$ cat src/core/ts_rx_regs.svh
// Register offsets, field positions, reset values and stream constants
// for the transport stream receive control block.
// Assumes a 12-bit APB byte address and 32-bit data, one register a word.
// Notes on behaviour
// - DMA enable bit matters only while the stream interface is the source.
// - DMA enable 1 writes received data to memory; 0 writes none.
// - Writing run 1 from 0 starts accepting input bytes; 1 means active.
// - Writing run 0 from 1 stalls the receiver; 0 means inactive.
// - Stream interface issues no memory writes unless DMA enable is set.
// - DMA input port writes memory while running, ignoring DMA enable.
// - Bit 15 gates status interrupts to the processor: 0 blocks, 1 passes.
// - Bit 14 picks storage: 0 is 32-bit little, 1 is 64-bit big endian.
// - Filter on and bit 12 set: check table CRC, ignore failing packets.
// - Filter on and bit 9 set: ignore packets with transport error set.
// - Filter on and bit 8 set: ignore packets with a bad sync byte.
// - Filter on, bit 5 picks picture start: payload start or priority.
// - Port select 0 takes the stream interface, 1 the DMA interface.
// - Packet-ID filter acts only in transport stream format.
`ifndef TS_RX_REGS_SVH
`define TS_RX_REGS_SVH

`define RX_CTRL_OFS     12'h000
`define FLT_CTRL_OFS    12'h004
`define INT_STAT_OFS    12'h008
`define INT_MASK_OFS    12'h00C
`define RX_STAT_OFS     12'h010
`define TABLE_PID_OFS   12'h014

`define RUN_BIT         0
`define DMA_EN_BIT      1
`define PORT_SEL_BIT    4
`define FMT_BIT         5
`define IRQ_EN_BIT      15
`define ORDER_BIT       14
`define CRC_EN_BIT      12
`define TEI_EN_BIT      9
`define SYNC_EN_BIT     8
`define GOP_SEL_BIT     5
`define PIDF_EN_BIT     3

`define RX_CTRL_RST     32'h0000_0000
`define FLT_CTRL_RST    32'h0000_0000
`define RX_CTRL_MASK    32'h0000_003F
`define FLT_CTRL_MASK   32'h0000_D33F
`define TABLE_PID_RST   13'h1FFF
`define INT_RST         4'h0

`define INT_DROP_BIT    0
`define INT_TABLE_BIT   1
`define INT_GOP_BIT     2
`define INT_CRC_BIT     3

`define TS_PKT_LEN      9'd188
`define RAW_PKT_LEN     9'd256
`define SYNC_BYTE       8'h47
`define PAT_PID         13'h0000
`define CRC_INIT        32'hFFFF_FFFF
`define CRC_POLY        32'h04C1_1DB7

`endif

$ cat src/core/ts_rx_pkg.sv
// Types shared by the receive control block and its test bench.
// Assumes the constants of ts_rx_regs.svh.
package ts_rx_pkg;

   typedef struct packed {
      logic        psel;
      logic        penable;
      logic        pwrite;
      logic [11:0] paddr;
      logic [31:0] pwdata;
   } apb_req_s;

   typedef struct packed {
      logic        pready;
      logic        pslverr;
      logic [31:0] prdata;
   } apb_rsp_s;

   typedef struct packed {
      logic       valid;
      logic       start;
      logic [7:0] data;
   } byte_in_s;

   typedef struct packed {
      logic        valid;
      logic        wide;
      logic [63:0] data;
   } mem_wr_s;

   typedef enum logic [1:0] {
      PS_IDLE = 2'b00,
      PS_HEAD = 2'b01,
      PS_BODY = 2'b10,
      PS_DROP = 2'b11
   } pkt_state_e;

endpackage

$ cat src/core/ts_rx_sync.sv
// Two-flop synchroniser for a group of pin inputs.
// Assumes the group changes slowly against pclk.
`timescale 1ns/1ps
module ts_rx_sync #(
   parameter int W = 10
) (
   input  wire logic         pclk,
   input  wire logic         presetn,
   input  wire logic [W-1:0] din,
   output logic      [W-1:0] dout
);
   typedef struct packed {
      logic [W-1:0] meta;
      logic [W-1:0] stable;
   } sync_s;

   sync_s st_ff;
   sync_s nxt_st;

   always_comb begin
      nxt_st.meta   = din;
      nxt_st.stable = st_ff.meta;
   end

   always_ff @(posedge pclk or negedge presetn) begin
      if (!presetn) begin
         st_ff <= '0;
      end else begin
         st_ff <= nxt_st;
      end
   end

   assign dout = st_ff.stable;
endmodule

$ cat src/core/ts_rx_crc_step.sv
// One byte step of the MSB-first 32-bit table CRC.
// Purely combinational; the caller holds the running value.
`timescale 1ns/1ps
`include "ts_rx_regs.svh"
module ts_rx_crc_step (
   input  wire logic [31:0] crc_in,
   input  wire logic [7:0]  data,
   output logic      [31:0] crc_out
);
   logic [31:0] stage [0:8];

   assign stage[0] = crc_in;

   genvar b;
   generate
      for (b = 0; b < 8; b = b + 1) begin : g_bit
         assign stage[b+1] = (stage[b][31] ^ data[7-b])
                           ? ({stage[b][30:0], 1'b0} ^ `CRC_POLY)
                           : {stage[b][30:0], 1'b0};
      end
   endgenerate

   assign crc_out = stage[8];
endmodule

$ cat src/core/ts_rx_ctrl.sv
// Receive control block: APB registers, source select, packet filters,
// memory word packing and the processor interrupt.
// Assumes a memory writer that takes every mem_wr beat without stalling,
// and that table sections end exactly at the packet end (no padding).
`timescale 1ns/1ps
`include "ts_rx_regs.svh"
module ts_rx_ctrl (
   input  wire logic               pclk,
   input  wire logic               presetn,
   input  wire ts_rx_pkg::apb_req_s apb_req,
   output ts_rx_pkg::apb_rsp_s     apb_rsp,
   input  wire logic [7:0]         ts_data,
   input  wire logic               ts_valid,
   input  wire logic               ts_start,
   input  wire ts_rx_pkg::byte_in_s dma_in,
   output logic                    dma_ready,
   output ts_rx_pkg::mem_wr_s      mem_wr,
   output logic                    table_update,
   output logic                    picture_start,
   output logic                    irq
);
   import ts_rx_pkg::*;

   typedef struct packed {
      logic [31:0] rx_ctrl;
      logic [31:0] flt_ctrl;
      logic [12:0] table_pid;
      logic [3:0]  int_stat;
      logic [3:0]  int_mask;
      pkt_state_e  pst;
      logic [8:0]  idx;
      logic [7:0]  hdr1;
      logic [7:0]  hdr2;
      logic        sync_bad;
      logic        is_table;
      logic [31:0] crc;
      logic [63:0] acc;
      logic [3:0]  lanes;
      logic [15:0] drop_cnt;
      logic        dma_ready;
      apb_rsp_s    rsp;
      mem_wr_s     mem;
      logic        table_update;
      logic        picture_start;
      logic        irq;
   } ctrl_s;

   ctrl_s st_ff;
   ctrl_s nxt_st;

   logic [9:0]  ts_sync;
   byte_in_s    ts_in;
   byte_in_s    src;
   logic [31:0] crc_next;

   // Pins from the stream interface come from another clock domain
   ts_rx_sync #(
      .W (10)
   ) u_sync (
      .pclk    (pclk),
      .presetn (presetn),
      .din     ({ts_valid, ts_start, ts_data}),
      .dout    (ts_sync)
   );

   assign ts_in.valid = ts_sync[9];
   assign ts_in.start = ts_sync[8];
   assign ts_in.data  = ts_sync[7:0];

   ts_rx_crc_step u_crc (
      .crc_in  (st_ff.crc),
      .data    (src.data),
      .crc_out (crc_next)
   );

   // Control bits decoded from the stored registers
   logic run;
   logic dma_en;
   logic port_sel;
   logic ts_fmt;
   logic order_big;
   logic filt_on;
   logic mem_en;
   logic [8:0] pkt_len;

   assign run       = st_ff.rx_ctrl[`RUN_BIT];
   assign dma_en    = st_ff.rx_ctrl[`DMA_EN_BIT];
   assign port_sel  = st_ff.rx_ctrl[`PORT_SEL_BIT];
   assign ts_fmt    = st_ff.rx_ctrl[`FMT_BIT];
   assign order_big = st_ff.flt_ctrl[`ORDER_BIT];
   // Filter options only exist in transport stream format
   assign filt_on   = ts_fmt & st_ff.flt_ctrl[`PIDF_EN_BIT];
   // DMA port writes regardless; stream port needs the enable
   assign mem_en    = port_sel | dma_en;
   assign pkt_len   = ts_fmt ? `TS_PKT_LEN : `RAW_PKT_LEN;

   always_comb begin
      // Source multiplexer
      src = port_sel ? dma_in : ts_in;
      // DMA port bytes count only while ready was shown
      src.valid = run &
                  (port_sel ? (dma_in.valid & st_ff.dma_ready) : ts_in.valid);
   end

   // Register read mux
   function automatic logic [32:0] reg_read(input logic [11:0] a,
                                            input ctrl_s s);
      logic [32:0] r;
      r = {1'b0, 32'h0000_0000};
      case (a)
         `RX_CTRL_OFS:   r[31:0] = s.rx_ctrl;
         `FLT_CTRL_OFS:  r[31:0] = s.flt_ctrl;
         `INT_STAT_OFS:  r[31:0] = {28'h000_0000, s.int_stat};
         `INT_MASK_OFS:  r[31:0] = {28'h000_0000, s.int_mask};
         `RX_STAT_OFS:   r[31:0] = {s.drop_cnt, 13'h0000,
                                    s.pst != PS_IDLE, mem_en, run};
         `TABLE_PID_OFS: r[31:0] = {19'h0_0000, s.table_pid};
         default:        r[32]   = 1'b1;
      endcase
      return r;
   endfunction

   logic        wr_fire;
   logic        first;
   logic [8:0]  idx_cur;
   logic        last;
   logic        drop_now;
   logic        table_now;
   logic        hold_mem;
   logic [2:0]  lane_pos;
   logic [63:0] acc_w;
   logic        word_full;
   logic [3:0]  ev;
   logic [32:0] rd;
   logic [12:0] pid;
   logic        crc_on;

   always_comb begin
      nxt_st    = st_ff;
      ev        = 4'h0;
      first     = 1'b0;
      idx_cur   = 9'h000;
      last      = 1'b0;
      drop_now  = 1'b0;
      table_now = 1'b0;
      hold_mem  = 1'b0;
      lane_pos  = 3'h0;
      acc_w     = st_ff.acc;
      word_full = 1'b0;
      pid       = {st_ff.hdr1[4:0], st_ff.hdr2};
      crc_on    = st_ff.flt_ctrl[`CRC_EN_BIT];
      rd        = reg_read(apb_req.paddr, st_ff);
      wr_fire   = apb_req.psel & apb_req.penable & apb_req.pwrite &
                  st_ff.rsp.pready;

      // APB slave: one wait-free access cycle after setup
      nxt_st.rsp.pready  = apb_req.psel & ~apb_req.penable;
      nxt_st.rsp.pslverr = apb_req.psel & ~apb_req.penable & rd[32];
      if (apb_req.psel & ~apb_req.penable & ~apb_req.pwrite) begin
         nxt_st.rsp.prdata = rd[31:0];
      end

      // Single-cycle outputs fall back every clock
      nxt_st.mem.valid     = 1'b0;
      nxt_st.table_update  = 1'b0;
      nxt_st.picture_start = 1'b0;
      nxt_st.mem.wide      = order_big;

      if (!run) begin
         // A stalled receiver forgets any half packet
         nxt_st.pst   = PS_IDLE;
         nxt_st.lanes = 4'h0;
         nxt_st.acc   = 64'h0000_0000_0000_0000;
      end else if (src.valid) begin
         first   = src.start | (st_ff.pst == PS_IDLE);
         idx_cur = first ? 9'h000 : st_ff.idx;
         last    = (idx_cur == pkt_len - 9'd1);

         if (first) begin
            nxt_st.sync_bad = (src.data != `SYNC_BYTE);
            nxt_st.is_table = 1'b0;
            nxt_st.crc      = `CRC_INIT;
            nxt_st.pst      = PS_HEAD;
            acc_w           = 64'h0000_0000_0000_0000;
         end
         if (idx_cur == 9'd1) begin
            nxt_st.hdr1 = src.data;
         end
         if (idx_cur == 9'd2) begin
            nxt_st.hdr2 = src.data;
         end

         // Header decisions land on byte 3, before any word leaves
         if (ts_fmt && idx_cur == 9'd3) begin
            drop_now = filt_on &
               ((st_ff.flt_ctrl[`SYNC_EN_BIT] & st_ff.sync_bad) |
                (st_ff.flt_ctrl[`TEI_EN_BIT] & st_ff.hdr1[7]));
            table_now = filt_on & ~drop_now &
                        (pid == `PAT_PID || pid == st_ff.table_pid);
            nxt_st.is_table = table_now;
            nxt_st.pst      = drop_now ? PS_DROP : PS_BODY;
            if (drop_now) begin
               ev[`INT_DROP_BIT] = 1'b1;
            end
            // Picture-group start condition
            if (filt_on & ~drop_now &
                (st_ff.flt_ctrl[`GOP_SEL_BIT] ? st_ff.hdr1[5]
                                              : st_ff.hdr1[6])) begin
               nxt_st.picture_start = 1'b1;
               ev[`INT_GOP_BIT]     = 1'b1;
            end
         end else if (!first && st_ff.pst == PS_HEAD && idx_cur > 9'd3) begin
            nxt_st.pst = PS_BODY;
         end

         // Table payload runs through the CRC
         if (st_ff.is_table && crc_on && idx_cur > 9'd3) begin
            nxt_st.crc = crc_next;
         end

         // Checked tables stay out of memory; dropped ones too
         hold_mem = ~mem_en | drop_now | (st_ff.pst == PS_DROP) |
                    ((table_now | st_ff.is_table) & crc_on);

         // Byte packing: low lane first or high lane first
         lane_pos = order_big ? (3'd7 - st_ff.lanes[2:0])
                              : st_ff.lanes[2:0];
         if (first) begin
            lane_pos = order_big ? 3'd7 : 3'd0;
         end
         acc_w[{lane_pos, 3'b000} +: 8] = src.data;
         word_full = first ? 1'b0
                   : (st_ff.lanes == (order_big ? 4'd7 : 4'd3));

         if (word_full || last) begin
            if (!hold_mem) begin
               nxt_st.mem.valid = 1'b1;
               nxt_st.mem.data  = acc_w;
            end
            nxt_st.acc   = 64'h0000_0000_0000_0000;
            nxt_st.lanes = 4'h0;
         end else begin
            nxt_st.acc   = acc_w;
            nxt_st.lanes = first ? 4'h1 : st_ff.lanes + 4'h1;
         end

         nxt_st.idx = idx_cur + 9'd1;
         if (last) begin
            nxt_st.pst = PS_IDLE;
            if (st_ff.is_table) begin
               if (!crc_on || crc_next == 32'h0000_0000) begin
                  nxt_st.table_update  = 1'b1;
                  ev[`INT_TABLE_BIT]   = 1'b1;
               end else begin
                  // Failing table counts as dropped
                  ev[`INT_CRC_BIT]  = 1'b1;
                  ev[`INT_DROP_BIT] = 1'b1;
               end
            end
         end
      end

      if (ev[`INT_DROP_BIT]) begin
         nxt_st.drop_cnt = st_ff.drop_cnt + 16'h0001;
      end

      // DMA port is offered bytes only while running on that port
      nxt_st.dma_ready = run & port_sel;

      // Register writes
      if (wr_fire) begin
         case (apb_req.paddr)
            `RX_CTRL_OFS: begin
               nxt_st.rx_ctrl = apb_req.pwdata & `RX_CTRL_MASK;
            end
            `FLT_CTRL_OFS: begin
               nxt_st.flt_ctrl = apb_req.pwdata & `FLT_CTRL_MASK;
            end
            `INT_MASK_OFS: begin
               nxt_st.int_mask = apb_req.pwdata[3:0];
            end
            `TABLE_PID_OFS: begin
               nxt_st.table_pid = apb_req.pwdata[12:0];
            end
            default: begin
            end
         endcase
      end

      // Write one to clear; a same-cycle event keeps its bit
      nxt_st.int_stat = st_ff.int_stat;
      if (wr_fire && apb_req.paddr == `INT_STAT_OFS) begin
         nxt_st.int_stat = st_ff.int_stat & ~apb_req.pwdata[3:0];
      end
      nxt_st.int_stat = nxt_st.int_stat | ev;

      // Processor interrupt gate
      nxt_st.irq = nxt_st.flt_ctrl[`IRQ_EN_BIT] &
                   (|(nxt_st.int_stat & nxt_st.int_mask));
   end

   always_ff @(posedge pclk or negedge presetn) begin
      if (!presetn) begin
         st_ff           <= '0;
         st_ff.rx_ctrl   <= `RX_CTRL_RST;
         st_ff.flt_ctrl  <= `FLT_CTRL_RST;
         st_ff.table_pid <= `TABLE_PID_RST;
         st_ff.int_stat  <= `INT_RST;
         st_ff.int_mask  <= `INT_RST;
         st_ff.pst       <= PS_IDLE;
         st_ff.crc       <= `CRC_INIT;
      end else begin
         st_ff <= nxt_st;
      end
   end

   assign apb_rsp       = st_ff.rsp;
   assign dma_ready     = st_ff.dma_ready;
   assign mem_wr        = st_ff.mem;
   assign table_update  = st_ff.table_update;
   assign picture_start = st_ff.picture_start;
   assign irq           = st_ff.irq;
endmodule

$ cat config.mk
export PLATFORM = sky130hd
export DESIGN_NAME = ts_rx_ctrl
export DESIGN_NICKNAME = d
export VERILOG_FILES = /design/src/core/ts_rx_pkg.sv /design/src/core/ts_rx_sync.sv /design/src/core/ts_rx_crc_step.sv /design/src/core/ts_rx_ctrl.sv
export VERILOG_INCLUDE_DIRS = /design/src /design/src/core
export SDC_FILE = /design/constraint.sdc
export NUM_CORES = 1
export LEC_CHECK = 0
export BUFFER_PORTS_ARGS = -buffer_cell sky130_fd_sc_hd__buf_2
export CORE_MARGIN = 2
export CORE_UTILIZATION = 59
export DETAILED_ROUTE_END_ITERATION = 7
export GPL_TIMING_DRIVEN = 0
export PLACE_DENSITY_LB_ADDON = 0.08
export SKIP_LAST_GASP = 1
export SLEW_MARGIN = 20
export SYNTH_ARGS = -nofsm -noshare
export SYNTH_HDL_FRONTEND = slang
export SYNTH_SLANG_ARGS = --single-unit
$ cat constraint.sdc
create_clock -name pclk -period 5.36 [get_ports pclk]
set_input_delay 0.268 -clock pclk [delete_from_list [all_inputs] [get_ports pclk]]
set_output_delay 0.268 -clock pclk [all_outputs]
set_load 0.005 [all_outputs]
==> flow_metrics.env, run 1 <==
export IMPL_synth_most_common_cell="dfrtp_1"
export IMPL_fin_ws_ns=0.476
export IMPL_crit_path_frequent_cell="clkbuf_2"
export IMPL_drv_slew=0
export IMPL_hold_start="apb_req[15]"
export IMPL_clkSlewWorstSetupHoldPaths_ns=0.06
export IMPL_first_pass_iters=5
export IMPL_cpPeakStageDelay_ns=0.63
export IMPL_finish_utilization=0.706
export IMPL_startpoint_type="flip-flop"
export IMPL_synthesis_nets=1584
export IMPL_place_inst=1993
export IMPL_clk_latency_ns=0.51
export IMPL_dp_slack_ns=-1.42
export IMPL_fin_cells=2068
export IMPL_r2r_start="port_sel"
export IMPL_n_antenna_cell=0
export IMPL_required_ns=5.72
export IMPL_die_w_um=163
export IMPL_crit_path_end_kind="flip-flop"
export IMPL_synth_top_flop_cell="dfrtp_1"
export IMPL_worstRegToRegCells=17
export IMPL_cts_sinks=306
export IMPL_routabilityCongestion=0.886
export IMPL_rsz0062_at_grt="no"
export IMPL_period_needed_ns=4.88
export IMPL_crit_type="reg2reg"
export IMPL_tritoncts="yes"
export IMPL_clk_path_buf_depth=3
export IMPL_synthCells=1505
export IMPL_cts_root_buf="clkbuf_16"
export IMPL_regToRegSetupSlack_ns=0.48
export IMPL_finalHoldViolCount=0
export IMPL_synthDistinctLibCells=65
export IMPL_fin_crit_sh=0.911
export IMPL_skew_ns=0.0146
export IMPL_synth_top_cell_by_area="dfrtp_1"
export IMPL_synthArstFlopShare=1.00
export IMPL_via_per_inst=5.75
export IMPL_initial_utilization=0.597
export IMPL_vias=11900
export IMPL_synth_edf_count=0
export IMPL_min_to="st_ff[285]"
export IMPL_hp_class="in2reg"
export IMPL_drv_cap=0
export IMPL_max_slew_margin=0.292
export IMPL_port_buffers=154
export IMPL_synth_area_leaders="dfrtp_1, dfstp_2, nand2_1"
export IMPL_core_region_area_um2=25000
export IMPL_run_status="complete, no violations"
export IMPL_die_y_um=163
export IMPL_h_tree_depth=2
export IMPL_area_growth_pct=18.1
export IMPL_grt_pass1_wl_mm=62.0
export IMPL_drc_errors=0
export IMPL_synthesis_area_um2=15000
export IMPL_drtIter0Drc=935
export IMPL_synth_seq_area_share=0.516
export IMPL_path_cells="buf_6 > mux2i_2 > nor2b_4 > clkbuf_2 > clkbuf_2 > clkbuf_2 > nand2_1 > inv_1 > ha_1 > nand4b_1 > nor4_4 > a21oi_1 > a2111o_1 > clkbuf_1 > clkbuf_2 > nand2_1 > o21ai_0"
export IMPL_synth_top_area_frac=0.437
export IMPL_syn_avg_cell_area_um2=9.94
export IMPL_fmax_ghz=0.205
export IMPL_critPathMaxFanout=18
export IMPL_dp_hpwl_mm=27.1
export IMPL_fp_row_count=58
export IMPL_ant_nets=0
export IMPL_synth_seq_cells=306
export IMPL_ir_drop_mv=0.243
export IMPL_fin_nets=1793
export IMPL_power_w=0.00511
export IMPL_layout_drive_gt1_share=0.248
export IMPL_p_per_area_nw_per_um2=289
export IMPL_grt_antenna_before_repair=0
export IMPL_worstMarginPinSlew_ns=1.05
export IMPL_gr_usage_all_layers=0.294
export IMPL_pin_count=173
export IMPL_grt_max_degree=79
export IMPL_hold_depth=2
export IMPL_ys_warn_count=0
export IMPL_r2r_end="mem_wr[57]"
export IMPL_yosys_top_cells_count="dfrtp_1, nand2_1, o21ai_0"
export IMPL_cts_made_buffers=34
export IMPL_die_area_um2=26600
export IMPL_drt_total_wl_mm=38.4
export IMPL_total_leakage_power_nw=8.33
export IMPL_setup_viol=0
export IMPL_arrival_ns=5.25
export IMPL_crit_slowest_cell="a2111o_1"
export IMPL_wl_per_cell_um=18.6
export IMPL_first_global_vias=11700
export IMPL_grt_overflow_total=0
-- cell type report --
type | count | area, um2
Sequential cell | 306 | 7710
Fill cell | 1907 | 7370
Multi-Input combinational cell | 1002 | 6150
Timing Repair Buffer | 175 | 1060
Buffer | 176 | 1060
Clock buffer | 45 | 953
Tap cell | 330 | 413
Clock inverter | 15 | 253
Inverter | 19 | 71.3
-- worst max-delay path by stage --
stage | start | to | slack, ns
2_1_floorplan | port_sel | mem_wr[58] | 0.79
3_3_place_gp | presetn | mem_wr[65] | -1.63
3_5_place_dp | port_sel | mem_wr[57] | -1.42
4_1_cts | port_sel | mem_wr[57] | 0.02
5_1_grt | port_sel | mem_wr[61] | 0.16
6_report | port_sel | mem_wr[57] | 0.48
-- worst max-delay path, delay by kind of cell (launching register included) --
family          cells  cell delay, ns
buf+inv             7            1.86
simple gates        5            0.97
compound gates      3            0.88
flops               1            0.37
mux                 1            0.33
fa+ha+maj           1            0.28
-- what timing repair did --
action,in CTS,in global routing
endpoints found under the hold margin,53,0
pin swaps,0,1
hold buffers,16,0
gates resized for setup,6,4
setup endpoints to repair,153,65
buffers inserted,0,1
-- logic make-up (layout without fill, tap and decap cells) --
| kind of cell | count (synthesis) | count (layout) | synth area share |
|---|---|---|---|
| AOI/OAI and AO/OA | 346 | 346 | 0.137 |
| xor gates and xnor gates | 106 | 106 | 0.0739 |
| adders and majority gates | 10 | 10 | 0.00837 |
| buffers and inverters | 197 | 430 | 0.0756 |
| DFF | 306 | 306 | 0.516 |
| muxes | 59 | 59 | 0.0476 |
| other | 1 | 1 | 0.000251 |
| and+or+nand+nor | 480 | 480 | 0.141 |
-- per-stage QoR --
stage	hold slack [ns]	TNS, ns	cell area (um2)
2_1_floorplan	-0.0276	0	15000
5_1_grt	0.0243	0	17700
3_5_place_dp	0.230	-136.00	16300
6_report	0.0296	0	17700
3_3_place_gp	0.332	-548.09	16100
4_1_cts	0.0125	0	17600
-- report_power, final --
part	leakage (nW)	switching (W)	internal, W
clock network	0.586	0.000953	0.00155
logic	3.68	0.000177	0.000105
registers	4.06	0.00000570	0.00232
-- registers in the layout, indices dropped and copies added, names as in the netlist, 10 cells and up --
register,flops
st_ff,165
mem_wr,66
apb_rsp,33
pid,13
u_sync.dout,10
u_sync.nxt_st,10
-- cells in the final DEF, fill, tap and decap left out, types with 7 or more instances in the layout --
cell type        n
clkbuf_16       35
o21ai_0        168
buf_4          101
a31oi_1         71
nor4_1          10
nand4_1          7
xor2_1          42
a22o_1          24
and2_1           8
nand2b_1         8
ha_1            10
dlygate4sd3_1   16
dfrtp_1        261
dfstp_2         45
and3_1           9
nor2_1          90
mux2_2          37
nand2_1        224
a21oi_1         43
buf_2          154
mux2i_1         12
nand3_1         38
inv_1           19
xnor2_1         50
clkbuf_1        71
nor3_1          61
-- routing by layer --
metal / wire length [um] / GRT usage / up-vias
li1: - / - / 5553
met2: 17900 / 0.467 / 382
met3: 2270 / 0.0495 / 81
met1: 17100 / 0.416 / 5870
met4: 1060 / 0.0953 / 0
met5: 0 / 0 / -
No activity file was read; power rests on OpenSTA's default activity.
==> run 2: changes to the inputs <==
--- a/config.mk
+++ b/config.mk
@@ -16,4 +16,5 @@
 export SLEW_MARGIN = 20
 export SYNTH_ARGS = -nofsm -noshare
 export SYNTH_HDL_FRONTEND = slang
+export SYNTH_HIERARCHICAL = 1
 export SYNTH_SLANG_ARGS = --single-unit
==> flow_metrics.env, run 2 <==
export IMPL_n_antenna_cell=0
export IMPL_drv_slew=0
export IMPL_syn_avg_cell_area_um2=10.6
export IMPL_cts_root_buf="clkbuf_16"
export IMPL_routabilityCongestion=0.897
export IMPL_fp_row_count=58
export IMPL_port_buffers=153
export IMPL_grt_antenna_before_repair=0
export IMPL_critPathBufInv=3
export IMPL_hold_depth=2
export IMPL_crit_slowest_cell="mux2i_1"
export IMPL_r2r_start="port_sel"
export IMPL_finalSetupTns_ns=0
export IMPL_first_global_vias=10800
export IMPL_crit_type="reg2reg"
export IMPL_synth_seq_area_share=0.507
export IMPL_worstRegToRegCells=14
export IMPL_synth_most_common_cell="dfrtp_1"
export IMPL_skew_ns=0.0112
export IMPL_synthesis_nets=1510
export IMPL_ys_warn_count=6
export IMPL_synth_area_leaders="dfrtp_1, dfstp_2, mux2_2"
export IMPL_worstMarginPinSlew_ns=1.00
export IMPL_synth_edf_count=0
export IMPL_cp_top_family="XOR/XNOR gates"
export IMPL_drv_cap=0
export IMPL_synth_top_area_frac=0.429
export IMPL_critPathMaxFanout=9
export IMPL_die_area_um2=27100
export IMPL_setup_viol=0
export IMPL_hp_class="in2reg"
export IMPL_required_ns=5.74
export IMPL_min_to="st_ff[267]"
export IMPL_drt_total_wl_mm=36.8
export IMPL_largest_reg_flops=165
export IMPL_period_needed_ns=5.11
export IMPL_startpoint_type="flip-flop"
export IMPL_clk_path_buf_depth=3
export IMPL_max_slew_margin=0.333
export IMPL_yosys_top_cells_count="dfrtp_1, nand2_1, o21ai_0"
export IMPL_hold_start="apb_req[10]"
export IMPL_cpPeakStageDelay_ns=0.71
export IMPL_fmax_ghz=0.196
export IMPL_fill_cells=1947
export IMPL_power_w=0.00490
export IMPL_finalHoldViolCount=0
export IMPL_tritoncts="yes"
export IMPL_grt_max_degree=75
export IMPL_p_per_area_nw_per_um2=275
export IMPL_path_cells="buf_2 > mux2i_1 > inv_1 > xnor2_4 > xnor3_2 > xnor3_1 > nor4_1 > nand4_1 > o211a_1 > o21a_1 > and2_0 > buf_2 > and4_1 > xor2_1"
export IMPL_arrival_ns=5.49
export IMPL_crit_path_frequent_cell="buf_2"
export IMPL_r2r_end="st_ff[114]"
export IMPL_grt_overflow_total=0
export IMPL_crit_path_end_kind="flip-flop"
export IMPL_most_common_layout_cells="dfrtp_1, nand2_1, buf_2"
export IMPL_cts_sinks=306
export IMPL_cts_made_buffers=34
export IMPL_synthArstFlopShare=1.00
export IMPL_layout_commonest_cell="dfrtp_1"
export IMPL_drc_errors=0
export IMPL_ant_nets=0
export IMPL_ir_drop_mv=0.271
export IMPL_h_tree_depth=2
export IMPL_synthDistinctLibCells=67
export IMPL_drtIter0Drc=970
export IMPL_pin_count=173
export IMPL_die_w_um=165
export IMPL_run_status="complete, no violations"
export IMPL_total_leakage_power_nw=8.56
export IMPL_wl_per_cell_um=18.4
export IMPL_fin_nets=1717
export IMPL_grt_pass1_wl_mm=58.0
export IMPL_synthesis_area_um2=15200
export IMPL_synth_top_cell_by_area="dfrtp_1"
export IMPL_clkSlewWorstSetupHoldPaths_ns=0.06
export IMPL_via_per_inst=5.67
export IMPL_initial_utilization=0.602
export IMPL_dp_hpwl_mm=25.6
export IMPL_layout_drive_gt1_share=0.291
export IMPL_core_region_area_um2=25300
export IMPL_vias=11300
export IMPL_max_flop_register="st_ff"
export IMPL_die_y_um=165
export IMPL_rsz0062_at_grt="yes"
export IMPL_gr_usage_all_layers=0.273
export IMPL_synthCells=1432
export IMPL_synth_top_flop_cell="dfrtp_1"
export IMPL_area_growth_pct=17.1
export IMPL_first_pass_iters=5
export IMPL_regToRegSetupSlack_ns=0.25
export IMPL_fin_crit_sh=0.953
export IMPL_synth_seq_cells=306
export IMPL_clk_latency_ns=0.51
==> run 2: changes by cell type in the layout (fill, tap and decap cells not counted), moves of 10 or more <==
cell	delta
a31oi_1	-68
mux2_2	+55
mux2i_1	+33
nand2_1	-47
nand3_1	+23
nor3_1	-44
o21ai_0	-54
o41ai_1	+10
xnor2_1	+19
xor2_1	-16
==> run 2: area by class of cell <==
cell class | instances | area [um2] | area share
Multi-Input combinational cell | 936 | 6420 | 0.360
Clock inverter | 5 | 50.0 | 0.00281
Tap cell | 330 | 413 | 0.0232
Clock buffer | 55 | 1040 | 0.0586
Timing Repair Buffer | 171 | 1030 | 0.0576
Sequential cell | 306 | 7710 | 0.433
Buffer | 169 | 1060 | 0.0598
Inverter | 21 | 78.8 | 0.00443
==> run 2: worst max-delay path by stage <==
| stage | startpoint | to | slack, ns | depth (start not counted) |
|---|---|---|---|---|
| CTS | port_sel | st_ff[114] | 0.02 | 16 |
| detailed placement | port_sel | st_ff[114] | -0.30 | 15 |
| global placement | presetn | mem_wr[43] | -1.67 | 1 |
| global route | port_sel | irq | -0.01 | 15 |
| floorplan | port_sel | st_ff[114] | 1.19 | 15 |
| finish | port_sel | st_ff[114] | 0.25 | 14 |
==> run 2: repair_timing <==
action,in CTS,in global routing
buffers inserted,0,0
hold buffers,14,0
endpoints found under the setup margin,13,68
endpoints found under the hold margin,55,0
gates resized for setup,3,13
==> run 2: cell families after synthesis <==
kind of cell	Yosys count	share of synthesized area
AOI/OAI and AO/OA	251	0.104
xor gates and xnor gates	107	0.0722
adders and majority gates	9	0.00741
buffers and inverters	190	0.0750
DFF	306	0.507
muxes	152	0.110
other	1	0.000247
and+or+nand+nor	416	0.124
==> run 2: report_power, final <==
group	leakage, nW	switching, W	internal [W]	total (W)
logic	3.96	0.000178	0.000106	0.000284
registers	4.06	0.00000548	0.00232	0.00233
clock network	0.537	0.000907	0.00138	0.00228
==> run 2: per-stage QoR <==
step	instances	setup WS (ns)	hold slack [ns]	cell area [um2]	utilization
floorplan	1432	1.19	-0.0276	15200	-
global placement	1915	-1.67	0.333	16400	0.649
detailed placement	1919	-0.301	0.179	16500	0.654
CTS	1993	0.0188	0.00352	17800	0.703
global route	1993	-0.00968	0.00644	17800	0.705
finish	1993	0.254	0.00517	17800	0.705
==> run 2: metal layers <==
metal  share of wire  up-vias  GRT usage
li1                -     5297          -
met4           0.018        0     0.0747
met1            0.46     5544      0.399
met3           0.058       62     0.0394
met5               0        -          0
met2            0.47      401      0.430
==> run 3: changes to the inputs <==
--- a/config.mk
+++ b/config.mk
@@ -12,6 +12,7 @@
 export DETAILED_ROUTE_END_ITERATION = 7
 export GPL_TIMING_DRIVEN = 0
 export PLACE_DENSITY_LB_ADDON = 0.08
+export RECOVER_POWER = 100
 export SKIP_LAST_GASP = 1
 export SLEW_MARGIN = 20
 export SYNTH_ARGS = -nofsm -noshare
==> flow_metrics.env, run 3 (synthesized netlist as in run 2, its figures left out) <==
export IMPL_dp_hpwl_mm=25.6
export IMPL_max_flop_register="st_ff"
export IMPL_finalSetupTns_ns=0
export IMPL_layout_commonest_cell="dfrtp_1"
export IMPL_finalHoldViolCount=0
export IMPL_total_leakage_power_nw=8.48
export IMPL_tritoncts="yes"
export IMPL_die_area_um2=27100
export IMPL_startpoint_type="flip-flop"
export IMPL_fmax_ghz=0.196
export IMPL_dr_wl_met2_mm=17.1
export IMPL_h_tree_depth=2
export IMPL_critPathMaxFanout=10
export IMPL_crit_type="reg2reg"
export IMPL_initial_utilization=0.602
export IMPL_crit_path_end_kind="flip-flop"
export IMPL_top_layer_used="met4"
export IMPL_ant_nets=0
export IMPL_grt_antenna_before_repair=0
export IMPL_n_antenna_cell=0
export IMPL_cts_root_buf="clkbuf_16"
export IMPL_hold_start="apb_req[10]"
export IMPL_largest_reg_flops=165
export IMPL_fin_ws_ns=0.248
export IMPL_ir_drop_mv=0.271
export IMPL_gr_usage_all_layers=0.273
export IMPL_drc_errors=0
export IMPL_grt_max_degree=75
export IMPL_drt_total_wl_mm=36.8
export IMPL_hp_class="in2reg"
export IMPL_via_per_inst=5.70
export IMPL_violations="capacitance limit, slew limit"
export IMPL_routabilityCongestion=0.897
export IMPL_rsz0062_at_grt="yes"
export IMPL_grt_pass1_wl_mm=58.0
export IMPL_fp_row_count=58
export IMPL_core_region_area_um2=25300
export IMPL_path_cells="buf_2 > buf_2 > mux2i_2 > inv_1 > xnor2_4 > xor2_4 > xor2_1 > xnor2_1 > nor4_1 > nand4_1 > o211a_1 > o21a_1 > and2_0 > buf_2 > and4_1 > xor2_1"
export IMPL_skew_ns=0.0102
export IMPL_port_buffers=153
export IMPL_p_per_area_nw_per_um2=276
export IMPL_die_w_um=165
export IMPL_crit_slowest_cell="buf_2"
export IMPL_period_needed_ns=5.11
export IMPL_cts_setup_buffers=0
export IMPL_drt_met1_wl_mm=16.6
export IMPL_worstMarginPinSlew_ns=2.23
export IMPL_fin_crit_sh=0.954
export IMPL_most_common_layout_cells="dfrtp_1, nand2_1, buf_2"
export IMPL_fin_nets=1717
export IMPL_arrival_ns=5.50
export IMPL_clkSlewWorstSetupHoldPaths_ns=0.06
export IMPL_area_growth_pct=16.4
export IMPL_drv_cap=3
export IMPL_wl_met3_mm=2.36
export IMPL_die_y_um=165
export IMPL_drtIter0Drc=871
export IMPL_crit_start="port_sel"
export IMPL_drv_slew=184
export IMPL_cts_sinks=306
export IMPL_wl_per_cell_um=18.5
export IMPL_setup_viol=0
export IMPL_grt_overflow_total=0
export IMPL_pin_count=173
export IMPL_clk_latency_ns=0.51
export IMPL_clk_path_buf_depth=3
export IMPL_run_status="finished with violations"
export IMPL_fill_cells=1960
export IMPL_crit_path_frequent_cell="buf_2"
export IMPL_max_slew_margin=-0.488
export IMPL_r2r_start="port_sel"
export IMPL_cpPeakStageDelay_ns=0.47
export IMPL_vias=11400
export IMPL_layout_drive_gt1_share=0.287
export IMPL_cts_made_buffers=34
export IMPL_dp_slack_ns=-0.301
export IMPL_first_global_vias=10800
export IMPL_first_pass_iters=8
export IMPL_required_ns=5.74
[run 3: cell types whose count changed in the layout (fill, tap and decap cells not counted)]
cell	delta
and2_1	-1
clkbuf_1	+7
buf_2	-5
and2_0	+1
buf_8	-1
clkbuf_4	+32
buf_16	-4
clkbuf_2	+2
buf_4	-31
[run 3: repair_timing]
action | 4_1_cts | 5_1_grt
gates cloned | 0 | 0
gates resized for setup | 3 | 13
setup endpoints to repair | 13 | 68
hold buffers | 14 | 0
pin swaps | 0 | 0
hold endpoints to repair | 55 | 0
[run 3: per-stage QoR]
stage | hold WS, ns | power, W | instance area, um2 | cells | utilization
after floorplan | -0.0276 | 0.00251 | 15200 | 1432 | -
after global placement | 0.333 | 0.00263 | 16400 | 1915 | 0.649
after detailed placement | 0.179 | 0.00264 | 16500 | 1919 | 0.654
after CTS | 0.00352 | 0.00493 | 17800 | 1993 | 0.703
after global routing | 0.00644 | 0.00505 | 17700 | 1993 | 0.701
final | 0.0102 | 0.00488 | 17700 | 1993 | 0.701
[run 3: final cells by class]
class | instances | area [um2] | share of cell area
clock inverters | 5 | 50.0 | 0.00283
multi-input cells | 936 | 6420 | 0.363
plain buffers | 169 | 1060 | 0.0599
repair buffers | 171 | 923 | 0.0522
well taps | 330 | 413 | 0.0233
clock buffers | 55 | 1040 | 0.0590
inverters | 21 | 78.8 | 0.00445
flip-flops and latches | 306 | 7710 | 0.436
[run 3: routing by layer]
| metal | vias to the layer above | global-route usage |
|---|---|---|
| li1 | 5303 | - |
| met3 | 67 | 0.0394 |
| met1 | 5575 | 0.399 |
| met2 | 418 | 0.430 |
| met5 | - | 0 |
| met4 | 0 | 0.0747 |
[run 3: critical path: cells and delay by family, from the launching register on]
| family | cells | cell delay (ns) |
|---|---|---|
| AO/OA/AOI/OAI | 2 | 0.57 |
| XOR/XNOR | 5 | 1.42 |
| buffers and inverters | 4 | 1.16 |
| flip-flops | 1 | 0.32 |
| multiplexers | 1 | 0.45 |
| AND/OR/NAND/NOR | 4 | 1.07 |
[run 3: path summary, 6_finish.rpt]
kind	endpoint	slack (ns)	cells after the start
max	st_ff[114]	0.25	16
min	st_ff[267]	0.01	2
max reg2reg	st_ff[114]	0.25	16
min reg2reg	u_sync/dout[9]	0.34	0
max in group asynchronous	mem_wr[42]	0.98	4
min in group asynchronous	mem_wr[6]	0.96	2
[run 3: power by group]
| part | total [W] | switching, W | internal [W] | leakage, nW |
|---|---|---|---|---|
| Clock | 0.00228 | 0.000902 | 0.00138 | 0.537 |
| Combinational | 0.000274 | 0.000176 | 0.0000979 | 3.88 |
| Sequential | 0.00233 | 0.00000547 | 0.00233 | 4.06 |
| Total | 0.00488 | 0.00108 | 0.00380 | 8.48 |
